**config.mk**
```make
export PLATFORM = sky130hd
export DESIGN_NAME = bmu_top
export DESIGN_NICKNAME = d
export VERILOG_FILES = /design/src/logic/bmu_pkg.sv /design/src/logic/bmu_core_if.sv /design/src/logic/bmu_engine.sv /design/src/logic/bmu_top.sv
export VERILOG_INCLUDE_DIRS = /design/src /design/src/logic
export SDC_FILE = /design/constraint.sdc
export NUM_CORES = 1
export LEC_CHECK = 0
export BUFFER_PORTS_ARGS = -buffer_cell sky130_fd_sc_hd__buf_2
export CAP_MARGIN = 20
export CORE_MARGIN = 1
export CORE_UTILIZATION = 34
export DETAILED_ROUTE_END_ITERATION = 8
export PLACE_DENSITY = 0.54
export SETUP_SLACK_MARGIN = 0.05
export SLEW_MARGIN = 20
export SYNTH_ARGS = -nofsm -noshare
export SYNTH_HDL_FRONTEND = slang
export SYNTH_HIERARCHICAL = 1
export SYNTH_SLANG_ARGS = --single-unit
```
**constraint.sdc**
```tcl
create_clock -name mclk -period 5.9 [get_ports mclk]
set_clock_uncertainty 0.1 [all_clocks]
set_input_delay 0.295 -clock mclk [delete_from_list [all_inputs] [get_ports mclk]]
set_output_delay 0.295 -clock mclk [all_outputs]
set_load 0.005 [all_outputs]
```
**src/logic/bmu_defs.svh**
```systemverilog
// byte multiplier unit: addresses, field positions, reset values and timing counts
`ifndef BMU_DEFS_SVH
`define BMU_DEFS_SVH

`define BMU_ADDR_CTRL 16'hffd2
`define BMU_ADDR_RES_LO 16'hffd0
`define BMU_ADDR_RES_HI 16'hffd1
`define BMU_ADDR_OPA 16'hffd4
`define BMU_ADDR_OPB 16'hffd5

`define BMU_RUN_BIT 3'h0
`define BMU_CTRL_RESET 1'h0

`define BMU_CNT_W 3
`define BMU_CNT_LAST 3'h7
`define BMU_STEP_DIV 2
`define BMU_PRODUCT_CYCLES 16

`endif

```
**src/logic/bmu_pkg.sv**
```systemverilog
// byte multiplier unit: shared types
package bmu_pkg;

    // access width of a processor transfer; codes 0, 1 and 3, so word sits two steps from byte
    typedef enum logic [1:0] {
        BMU_ACC_BIT = 2'h0,
        BMU_ACC_BYTE = 2'h1,
        BMU_ACC_WORD = 2'h3
    } bmu_acc_t;

endpackage

```
**src/logic/bmu_core_if.sv**
```systemverilog
// byte multiplier unit: link between register front end and shift-add engine
`timescale 1ns/100ps
interface bmu_core_if;
    logic run;
    logic [7:0] op_a;
    logic [7:0] op_b;
    logic [2:0] count;
    logic step;
    logic [15:0] slave;
    logic [15:0] product;

    modport regs (
        output run,
        output op_a,
        output op_b,
        input count,
        input step,
        input slave,
        input product
    );

    modport engine (
        input run,
        input op_a,
        input op_b,
        output count,
        output step,
        output slave,
        output product
    );
endinterface

```
**src/logic/bmu_engine.sv**
```systemverilog
// byte multiplier unit: shift-and-add engine with cycle counter and slave accumulator
`timescale 1ns/100ps
`include "bmu_defs.svh"
module bmu_engine import bmu_pkg::*; (
    input wire logic mclk,
    input wire logic rst_b,
    bmu_core_if.engine core
);

    logic div_reg;
    logic [2:0] count_reg;
    logic [15:0] slave_reg;
    logic [15:0] product_reg;
    logic [15:0] select_out;
    logic [15:0] sum_next;

    // one accumulate step per two mclk, so eight steps span sixteen cycles
    always_ff @(posedge mclk or negedge rst_b) begin
        if (!rst_b) begin
            div_reg <= 1'b0;
        end else if (!core.run) begin
            div_reg <= 1'b0;
        end else begin
            div_reg <= ~div_reg;
        end
    end

    assign core.step = core.run & div_reg;

    always_comb begin
        if (core.op_b[count_reg]) begin
            select_out = {8'h00, core.op_a} << count_reg;
        end else begin
            select_out = 16'h0000;
        end
        // the product never exceeds 16 bits, so the carry out is dropped on purpose
        sum_next = 16'(slave_reg + select_out);
    end

    always_ff @(posedge mclk or negedge rst_b) begin
        if (!rst_b) begin
            count_reg <= 3'h0;
        end else if (!core.run) begin
            count_reg <= 3'h0;
        end else if (core.step) begin
            count_reg <= count_reg + 3'h1;
        end
    end

    always_ff @(posedge mclk or negedge rst_b) begin
        if (!rst_b) begin
            slave_reg <= 16'h0000;
        end else if (!core.run) begin
            slave_reg <= 16'h0000;
        end else if (core.step) begin
            slave_reg <= sum_next;
        end
    end

    // no reset on purpose: the result is undefined until a product is formed
    always_ff @(posedge mclk) begin
        if (core.step) begin
            product_reg <= sum_next;
        end
    end

    assign core.count = count_reg;
    assign core.slave = slave_reg;
    assign core.product = product_reg;

endmodule // bmu_engine

```
**src/logic/bmu_top.sv**
```systemverilog
// byte multiplier unit: processor register front end, engine instance and checks
//
// Contract
// - product readable in a 16-bit result register
// - full product present 16 CPU clocks after start
// - reset leaves result register undefined
// - result reachable by 16-bit and 8-bit accesses
// - multiply the two 8-bit operand registers
// - operands take bit and byte writes, no reset
// - control at ffd2, reset to zero, unit stopped
// - writing start bit 0 clears counter and stops
// - writing 1 starts; read bit shows running
// - control takes bit and byte writes
// - each step adds selector output, counter increments
// - clearing at count 111 stops, result kept
// - while stopped, counter and slave held cleared
`timescale 1ns/100ps
`include "bmu_defs.svh"
module bmu_top import bmu_pkg::*; (
    input wire logic mclk,
    input wire logic rst_b,
    input wire logic [15:0] cpu_addr,
    input wire logic cpu_wr,
    input wire logic cpu_rd,
    input wire bmu_acc_t cpu_size,
    input wire logic [2:0] cpu_bit,
    input wire logic [7:0] cpu_wdata,
    output logic [15:0] cpu_rdata
);

    bmu_core_if core ();

    logic run_reg;
    logic [7:0] op_a_reg;
    logic [7:0] op_b_reg;
    logic [15:0] rdata_reg;
    logic [15:0] rdata_next;
    logic hit_ctrl;
    logic hit_opa;
    logic hit_opb;
    logic is_bit;
    logic is_byte;
    logic wr_small;

    assign hit_ctrl = (cpu_addr == `BMU_ADDR_CTRL);
    assign hit_opa = (cpu_addr == `BMU_ADDR_OPA);
    assign hit_opb = (cpu_addr == `BMU_ADDR_OPB);
    assign is_bit = (cpu_size == BMU_ACC_BIT);
    assign is_byte = (cpu_size == BMU_ACC_BYTE);
    assign wr_small = cpu_wr & (is_bit | is_byte);

    // control: only the start bit is stored, bits 1-7 have no flops
    always_ff @(posedge mclk or negedge rst_b) begin
        if (!rst_b) begin
            run_reg <= `BMU_CTRL_RESET;
        end else if (wr_small && hit_ctrl) begin
            if (is_byte || cpu_bit == `BMU_RUN_BIT) begin
                run_reg <= cpu_wdata[0];
            end
        end
    end

    // operands have no reset; software must load them before starting
    always_ff @(posedge mclk) begin
        if (wr_small && hit_opa) begin
            if (is_byte) begin
                op_a_reg <= cpu_wdata;
            end else begin
                op_a_reg[cpu_bit] <= cpu_wdata[0];
            end
        end
    end

    always_ff @(posedge mclk) begin
        if (wr_small && hit_opb) begin
            if (is_byte) begin
                op_b_reg <= cpu_wdata;
            end else begin
                op_b_reg[cpu_bit] <= cpu_wdata[0];
            end
        end
    end

    assign core.run = run_reg;
    assign core.op_a = op_a_reg;
    assign core.op_b = op_b_reg;

    bmu_engine u_engine (
        .mclk(mclk),
        .rst_b(rst_b),
        .core(core)
    );

    // read path; writes to the result and word writes anywhere are ignored
    always_comb begin
        rdata_next = 16'h0000;
        if (cpu_size == BMU_ACC_WORD) begin
            if (cpu_addr == `BMU_ADDR_RES_LO) begin
                rdata_next = core.product;
            end
        end else begin
            unique case (cpu_addr)
                `BMU_ADDR_RES_LO: begin
                    rdata_next = {8'h00, core.product[7:0]};
                end
                `BMU_ADDR_RES_HI: begin
                    rdata_next = {8'h00, core.product[15:8]};
                end
                `BMU_ADDR_OPA: begin
                    rdata_next = {8'h00, op_a_reg};
                end
                `BMU_ADDR_OPB: begin
                    rdata_next = {8'h00, op_b_reg};
                end
                `BMU_ADDR_CTRL: begin
                    rdata_next = {15'h0000, run_reg};
                end
                default: begin
                    rdata_next = 16'h0000;
                end
            endcase
            if (is_bit) begin
                rdata_next = {15'h0000, rdata_next[cpu_bit]};
            end
        end
    end

    always_ff @(posedge mclk or negedge rst_b) begin
        if (!rst_b) begin
            rdata_reg <= 16'h0000;
        end else if (cpu_rd) begin
            rdata_reg <= rdata_next;
        end
    end

    assign cpu_rdata = rdata_reg;

    localparam int PROD_CYC = `BMU_PRODUCT_CYCLES;

    // cycles of running with operands untouched; saturates well past the product time
    logic [4:0] run_age_reg;
    logic op_write;

    assign op_write = wr_small & (hit_opa | hit_opb);

    // result holds unknowns until the first step after reset; stability checks wait for it
    logic prod_seen_reg;

    always_ff @(posedge mclk or negedge rst_b) begin
        if (!rst_b) begin
            prod_seen_reg <= 1'b0;
        end else if (core.step) begin
            prod_seen_reg <= 1'b1;
        end
    end

    always_ff @(posedge mclk or negedge rst_b) begin
        if (!rst_b) begin
            run_age_reg <= 5'h00;
        end else if (!run_reg || op_write) begin
            run_age_reg <= 5'h00;
        end else if (run_age_reg != 5'h1f) begin
            run_age_reg <= run_age_reg + 5'h01;
        end
    end
endmodule // bmu_top

```
# [Word-level counts from Yosys, hierarchy flattened]
# Index checks and enable logic that the tools add are counted.
[totals] reg_bits=69 out_inout_bits=16
[classes] n_bitwise=4 order_cmp=4 n_mux=21 shifts=1 addsub=2 n_eq_ne=8 n_reduce_logical=8
[op_table] op="2-to-1 mux 16 bit" n=7
[op_table] op="equality test 16 bit (second input constant)" n=5
[op_table] op="one-hot mux 8 bit (5 select lines)" n=1
[op_table] op="adder 16 bit" n=1
[op_table] op="bitwise mux 8 bit" n=2
[op_table] op="2-to-1 mux 8 bit" n=2
[op_table] op="<< shifter 8 x 3 -> 16 bit" n=1
[op_table] op="less-than comparator 3 x 4 -> 1 bit (second input constant)" n=2
[op_table] op="binary-select mux 1 bit (select 3 bit)" n=2
[op_table] op="2-to-1 mux 3 bit" n=2
[op_table] op="less-than comparator 3 x 5 -> 1 bit (second input constant)" n=1
[op_table] op="logical AND 1 bit" n=4
[op_table] op="2-to-1 mux 1 bit" n=4
[op_table] op="adder 3 x 1 -> 3 bit (second input constant)" n=1
[op_table] op="demux 1 bit (select 3 bit)" n=1
[op_table] op="greater-or-equal comparator 3 x 1 -> 1 bit (second input constant)" n=1
[op_table] op="zero test 3 bit" n=1
[op_table] op="AND 1 bit" n=2
[op_table] op="equality test 2 x 1 -> 1 bit (second input constant)" n=1
[op_table] op="equality test 2 bit (second input constant)" n=1
[op_table] op="zero test 2 bit" n=1
[op_table] op="inequality test 2 bit (second input constant)" n=1
[op_table] op="AND reduction 2 bit" n=1
[op_table] op="logical OR 1 bit" n=1
[op_table] op="2 further kinds" n=2

# [Depth between registers and ports, before layout]
# Gate-level depths: netlist of run 1.
[logic_depth] depth_word=7 ltp_mapped=13 mapped_depth_nobuf=11

# [By module]
# Netlist of run 1, hierarchy kept.
[modules_own_cells] mod="bmu_engine" seq_area_each_um2=980.9 n_inst=1 area_each_um2=2501.1 cells_per_inst=254
[modules_own_cells] mod="bmu_top" seq_area_each_um2=905.9 n_inst=1 area_each_um2=1913.1 cells_per_inst=199

# [Least setup slack after synthesis of run 1]
# No wires, ideal clock.
[synth_timing] path_kind="register to register" from="register u_engine.count_reg[0], in the netlist u_engine/core.count[0]" to="register u_engine.product_reg[13], in the netlist u_engine/core.product[13] (data pin)" stages_incl_launch_ff=12 synth_period_minus_slack_ns=3.129 setup_time_ns=0.260 path_buffers=1 arrival_ns=2.769 slack_ns=2.771 path_cell_list="dfrtp_1 mux4_2 nand2_1 and2_1 clkbuf_1 a21oi_1 ha_1 a21oi_1 o21ai_0 a311oi_1 nand2_1 xor2_1"
[synth_between] elab_chain_cells=4 word_cells_on_any_way=5 classes_between="add/sub: 1; shift: 1; mux: 3"
[synth_lines] element="start: declaration" line="bmu_engine.sv:11" text="logic [2:0] count_reg;"
[synth_lines] element="start signal: assignment" line="bmu_engine.sv:46" text="count_reg <= count_reg + 3'h1;"
[synth_lines] element="binary-select mux 1 bit (select 3 bit)" line="bmu_engine.sv:31" text="if (core.op_b[count_reg]) begin"
[synth_lines] element="2-to-1 mux 1 bit (implied by the code)" line="bmu_engine.sv:31"
[synth_lines] element="2-to-1 mux 16 bit (*)" line="bmu_engine.sv:31"
[synth_lines] element="adder 16 bit (*)" line="bmu_engine.sv:37" text="sum_next = 16'(slave_reg + select_out);"
[synth_lines] element="named net u_engine.sum_next[13]" line="bmu_engine.sv:15" text="logic [15:0] sum_next;"
[synth_lines] element="end signal: assignment" line="bmu_engine.sv:63" text="product_reg <= sum_next;"
[synth_lines] element="end: declaration" line="bmu_engine.sv:13" text="logic [15:0] product_reg;"
# Mark *: on every way through the listed nets, which the timed path passes. The rest lies on a longest branch. The select of a mux whose other input is x is not followed.
# A chain may end at the register's enable or synchronous reset.

# [Final worst setup path of run 1]
# Same ends and word-level chain as after synthesis.

==> results.json, run 1 <==
{
  "layout-drive-gt1-share_pct": 17.2,
  "overflow": 0,
  "drc": 0,
  "routed-via-count": 3509,
  "hold_viol": 16,
  "track_usage_pct": 18.0,
  "cp_max_fo": 14,
  "synth_warnings": 6,
  "syn_inst": 453,
  "post-route-period-util_pct": 63.7,
  "gp_congestion": 0.846,
  "status": "complete, but fails checks",
  "dieWidth_um": 116,
  "cts_sinks": 69,
  "dp_slack_ps": 2150,
  "p_leak_nw": 2.02,
  "fin_ws_ps": 2140,
  "switchingPower_mw": 0.260,
  "layout_commonest_cell": "nor2_1",
  "cts.hold.buffers_added": 0,
  "fillers": 1262,
  "synth_fp_nets": 503,
  "syn_to_final_growth_pct": 15.2,
  "grt_pass1_vias": 3203,
  "peakVddDrop_uv": 132,
  "port_buffers": 48,
  "final-seq-area_um2": 1890,
  "vias_per_cell": 5.27,
  "violations": "negative hold slack",
  "worst_pin_slew_ps": 991,
  "antenna_cells": 0,
  "finalSetupViolCount": 0,
  "wirelength_met1_mm": 5.63,
  "clock_path_buffers": 2,
  "whs_ps": -18.4,
  "maxSlewHeadroom_pct": 33.8,
  "cts-root-buf": "clkbuf_16",
  "seq_area_frac_synth_pct": 42.7,
  "ant_nets": 0,
  "pwr-share-clk_pct": 49.6,
  "dr_wl_met2_mm": 5.20,
  "die_y_um": 116,
  "grt_max_degree": 38,
  "syn_area_per_cell_um2": 9.74,
  "drtIter0Drc": 313,
  "min_period_ps": 3760,
  "synthFlopType": "dfrtp_1",
  "num_io_pins": 49,
  "dp_hpwl_mm": 8.67,
  "synth_cell_type_count": 57,
  "top_layer": "met4",
  "netlist_area_um2": 4410,
  "drt_first_pass_iters": 4,
  "fmax_mhz": 266,
  "layout.nets": 539,
  "rows": 41,
  "post_cts_resize_count": 0,
  "pwr-share-seq_pct": 45.1,
  "multiInputGateArea_um2": 2350,
  "p_sw_share_pct": 23.3,
  "async_flop_share_pct": 53.6,
  "htree_num_levels": 3,
  "synth_edf_count": 32,
  "cp.arrival_ps": 3750,
  "wl_met3_um": 561,
  "rsz0062_at_grt": "no",
  "routedWlPerCell_um": 17.3,
  "power_density_nw_per_um2": 219,
  "start_util_pct": 35.0,
  "critPathRequiredTime_ps": 5890,
  "mostFrequentLayoutCells": "nor2_1 (50), buf_2 (48), nand2_1 (40)",
  "die-area_um2": 13400,
  "critPathKind": "register to register",
  "synth_seq_cells": 69,
  "coreArea_um2": 12600,
  "antenna_found_initial": 0,
  "grt_first_pass_wirelength_mm": 17.9,
  "pwr-share-comb_pct": 5.3,
  "p_int_mw": 0.855,
  "tns_ps": 0,
  "post_cts_buffers": 0,
  "clk_pin_slew_worst_paths_ps": 60,
  "maxCapViolations": 0,
  "worst_setup_path_end_kind": "register",
  "hold_path_class": "primary input to asynchronous set/reset pin",
  "insertion_delay_ps": 340,
  "cts_buffers": 9,
  "report.final.slew_viol_count": 0,
  "startpoint_type": "register",
  "cts_tree": "built",
  "wl_mm": 11.5
}
## per-stage QoR
step	area [µm²]	instances	util (%)	total power, mW	hold WS (ps)
final	5080	666	40.3	1.12	-18.4
after global routing	5080	666	40.3	1.15	51.6
after CTS	5080	666	40.3	1.12	14.7
after detailed placement	4780	650	37.9	0.572	381
after global placement	4780	650	37.9	0.571	372
after floorplan	4410	453	-	0.547	-101
## worst max-delay path, cell delays in order (launching register included)
cell and delay, ps:
dfrtp_1 720, mux4_2 600, nand2_1 170, and2_1 280
a21oi_1 70, ha_1 350, a21oi_1 300, o21ai_0 190
a311oi_1 460, nand2_1 110, xor2_1 160
## synthesized netlist by cell type (all sizes together), types with 2 or more instances
cell type | n | area [µm²]
a31oi | 6 | 37.5
a21o | 7 | 52.6
o21ai | 21 | 105
nor4 | 2 | 12.5
ha | 16 | 200
mux4 | 9 | 203
a21oi | 26 | 130
nor2 | 50 | 188
nor3b | 4 | 35.0
buf | 9 | 45.1
nand2b | 6 | 37.5
a221oi | 3 | 38.8
mux2i | 20 | 200
nor2b | 14 | 87.6
o21a | 3 | 22.5
and3b | 2 | 17.5
nand3b | 3 | 22.5
a22o | 11 | 96.3
inv | 19 | 71.3
and3 | 5 | 36.3
o31ai | 2 | 15.0
mux2 | 3 | 33.8
a32o | 2 | 20.0
and2 | 5 | 31.3
o22ai | 5 | 31.3
clkbuf | 17 | 63.8
a22oi | 7 | 52.6
o211ai | 3 | 22.5
xnor2 | 9 | 78.8
nand4b | 2 | 17.5
or4 | 2 | 18.8
nand4 | 5 | 31.3
dfrtp | 37 | 926
nand2 | 40 | 150
a211oi | 6 | 45.0
edfxtp | 32 | 961
nand3 | 12 | 60.1
nor3 | 10 | 50.1
xor2 | 7 | 61.3
## final timing paths
path | slack [ps] | cells after the start | end | start
min | -20 | 1 | u_engine/div_reg$_DFF_PN0_ | rst_b
min in group mclk | 170 | 2 | core.run$_DFFE_PN0P_ | cpu_wdata[0]
min reg2reg | 410 | 2 | u_engine/core.slave[13]$_DFFE_PN0P_ | u_engine/core.slave[13]$_DFFE_PN0P_
max in group asynchronous | 5140 | 1 | cpu_rdata[6]$_DFFE_PN0P_ | rst_b
max reg2reg | 2140 | 10 | u_engine/core.product[13]$_DFFE_PP_ | u_engine/core.count[0]$_DFFE_PN0P_
max | 2140 | 10 | u_engine/core.product[13]$_DFFE_PP_ | u_engine/core.count[0]$_DFFE_PN0P_
## layer usage
| metal | global-route usage (%) | vias to the layer above |
|---|---|---|
| li1 | - | 1741 |
| met1 | 26.2 | 1666 |
| met2 | 26.8 | 91 |
| met3 | 3.92 | 11 |
| met4 | 4.87 | 0 |
| met5 | 0 | - |
## power by group through the flow
stage	registers, mW	clock network (mW)	logic [mW]
finish	0.503	0.553	0.0595
global route	0.502	0.585	0.0667
CTS	0.503	0.561	0.0602
detailed placement	0.512	0	0.0600
global placement	0.512	0	0.0589
floorplan	0.512	0	0.0344
## layout make-up
cell class,instances,share of cell area [%]
multi-input cells,339,46.2
flip-flops and latches,69,37.1
repair buffers,51,5.17
clock buffers,9,4.43
well taps,172,4.23
clock inverters,7,1.48
inverters,19,1.40
## cells by family (layout without fill, tap and decap cells)
group | after synthesis | in the layout | synth area share [%]
and+or+nand+nor | 166 | 166 | 18.8
AOI/OAI and AO/OA | 108 | 108 | 16.4
xor gates and xnor gates | 16 | 16 | 3.17
buffers and inverters | 45 | 86 | 4.08
DFF | 69 | 69 | 42.7
adders and majority gates | 17 | 17 | 4.99
muxes | 32 | 32 | 9.89
(Power assumes the default switching activity.)
==> run 2, diff against run 1 <==
==> constraint.sdc (replaced) <==
create_clock -name mclk -period 3.47 [get_ports mclk]
set_clock_uncertainty 0.1 [all_clocks]
set_input_delay 0.1735 -clock mclk [delete_from_list [all_inputs] [get_ports mclk]]
set_output_delay 0.1735 -clock mclk [all_outputs]
set_load 0.005 [all_outputs]
==> run 2 against run 1 <==
Effect of this change: the flow now finishes without violations; critical path depth unchanged; core utilization grew 0.68 points; first-iteration DRC count is 5.1% higher; non-clock buffer count increased by 7; via count rose by 2.5%; maximum frequency increased by 15%; power is 74% higher; largest cell class unchanged.
==> results.json, run 2 (synthesized netlist as in run 1, its figures left out) <==
{
  "cp.arrival_ps": 3400,
  "drt_first_pass_iters": 5,
  "critPathKind": "register to register",
  "fin_area_um2": 5170,
  "min_period_ps": 3280,
  "power_density_nw_per_um2": 376,
  "die_y_um": 116,
  "die-area_um2": 13400,
  "fmax_mhz": 305,
  "wl_mm": 11.2,
  "cp_slowest_cell": "mux4_2",
  "maxSlewHeadroom_pct": 36.8,
  "cts_tree": "built",
  "maxCapViolations": 0,
  "hold_path_class": "primary input to register",
  "rows": 41,
  "dieWidth_um": 116,
  "routedWlPerCell_um": 16.7,
  "grt_max_degree": 38,
  "drc": 0,
  "post-route-period-util_pct": 94.5,
  "status": "finished, final reports clean",
  "cts_buffers": 9,
  "drtIter0Drc": 329,
  "cp_top_family": "compound AO/OA/AOI/OAI gates",
  "tns_ps": 0,
  "worst_setup_path_end_kind": "register",
  "start_util_pct": 35.0,
  "layout.nets": 546,
  "grt_pass1_vias": 3192,
  "syn_to_final_growth_pct": 17.1,
  "whs_ps": 40.8,
  "insertion_delay_ps": 340,
  "clock_path_buffers": 2,
  "track_usage_pct": 17.5,
  "met3_usage_pct": 4.45,
  "report.final.slew_viol_count": 0,
  "cts_sinks": 69,
  "routed-via-count": 3596,
  "layout-drive-gt1-share_pct": 18.6,
  "cp_max_fo": 5,
  "slowest_delay_ps": 530,
  "fin_ws_ps": 191,
  "layout_commonest_cell": "nor2_1",
  "post_cts_buffers": 0,
  "clk_pin_slew_worst_paths_ps": 60,
  "use_met1_pct": 24.8,
  "dp_hpwl_mm": 8.75,
  "critPathBufInv": 0,
  "overflow": 0,
  "num_io_pins": 49,
  "coreArea_um2": 12600,
  "finalSetupViolCount": 0,
  "grt-busiest-layer": "met2",
  "vias_per_cell": 5.34,
  "power.total_mw": 1.94,
  "peakVddDrop_uv": 222,
  "mostFrequentLayoutCells": "nor2_1 (50), buf_2 (48), nand2_1 (40)",
  "antenna_cells": 0,
  "startpoint_type": "register",
  "crit_chain": "mux4_2 > nand2_1 > nor3_1 > ha_1 > fa_1 > a21o_1 > a221oi_2 > o21bai_1 > xor2_1 > a22o_1",
  "p_leak_nw": 2.06,
  "critPathRequiredTime_ps": 3590,
  "placed_cell_area_um2": 4830,
  "gp_congestion": 0.879,
  "hold_viol": 0,
  "grtUsageMet2_pct": 25.9,
  "rsz0062_at_grt": "no",
  "worst_pin_slew_ps": 946,
  "port_buffers": 48,
  "htree_num_levels": 3,
  "ant_nets": 0,
  "cts-root-buf": "clkbuf_16",
  "grt_first_pass_wirelength_mm": 17.3,
  "dp_slack_ps": 150,
  "antenna_found_initial": 0
}
-- run 2: changes by cell type in the layout (fill, tap and decap cells not counted), sizes merged --
cell / change
dlygate4sd3: +1
clkinvlp: +1
clkinv: -2
bufinv: +1
buf: +6
-- run 2: area by class of cell --
type / count / area (µm²)
timing repair buffer: 58 / 318
tap: 172 / 215
clock inverter: 7 / 98.8
clock buffer: 9 / 225
inverter: 19 / 71.3
multi-input combinational: 339 / 2350
fill: 1266 / 7450
sequential: 69 / 1890
-- run 2: worst reg2reg max path: cells and delay by family (launching register included) --
kind / cells / cell delay, ps
flip-flops: 1 / 470
adder cells (fa/ha/maj): 2 / 650
AND/OR/NAND/NOR: 2 / 250
AO/OA/AOI/OAI: 4 / 960
multiplexers: 1 / 530
XOR/XNOR: 1 / 210
-- run 2: final timing paths --
| kind | from | end | slack [ps] | cells after the start |
|---|---|---|---|---|
| hold / removal | cpu_wdata[5] | core.op_b[5]$_DFFE_PP_ | 40 | 3 |
| setup reg to reg | u_engine/core.count[0]$_DFFE_PN0P_ | u_engine/core.slave[8]$_DFFE_PN0P_ | 190 | 10 |
| hold reg to reg | u_engine/core.slave[10]$_DFFE_PN0P_ | u_engine/core.slave[10]$_DFFE_PN0P_ | 410 | 1 |
| setup / recovery | u_engine/core.count[0]$_DFFE_PN0P_ | u_engine/core.slave[8]$_DFFE_PN0P_ | 190 | 10 |
| max in group asynchronous | rst_b | cpu_rdata[0]$_DFFE_PN0P_ | 2330 | 2 |
| min in group asynchronous | rst_b | u_engine/core.slave[3]$_DFFE_PN0P_ | 390 | 2 |
-- run 2: routing by layer --
layer  share of wire, %  vias to the layer above
met1                 49                     1733
met3                4.8                       10
met4                1.2                        0
met2                 45                       95
li1                   -                     1758
met5                  0                        -
-- run 2: power breakdown --
part / switching [mW] / internal, mW / leakage (nW) / total [mW]
Clock: 0.355 / 0.632 / 0.156 / 0.987
Sequential: 0.000475 / 0.855 / 0.762 / 0.855
Combinational: 0.0611 / 0.0405 / 1.15 / 0.102
Total: 0.417 / 1.53 / 2.06 / 1.94
-- run 2: repair_timing --
item,4_1_cts,5_1_grt
setup endpoints to repair,0,11
hold buffers,1,0
gates resized for setup,0,2
hold endpoints to repair,37,0
-- run 2: metrics by stage --
| step | util [%] | cells |
|---|---|---|
| after floorplan | - | 453 |
| after global placement | 38.3 | 656 |
| after detailed placement | 38.3 | 656 |
| after CTS | 40.9 | 673 |
| after global routing | 41.0 | 673 |
| final | 41.0 | 673 |
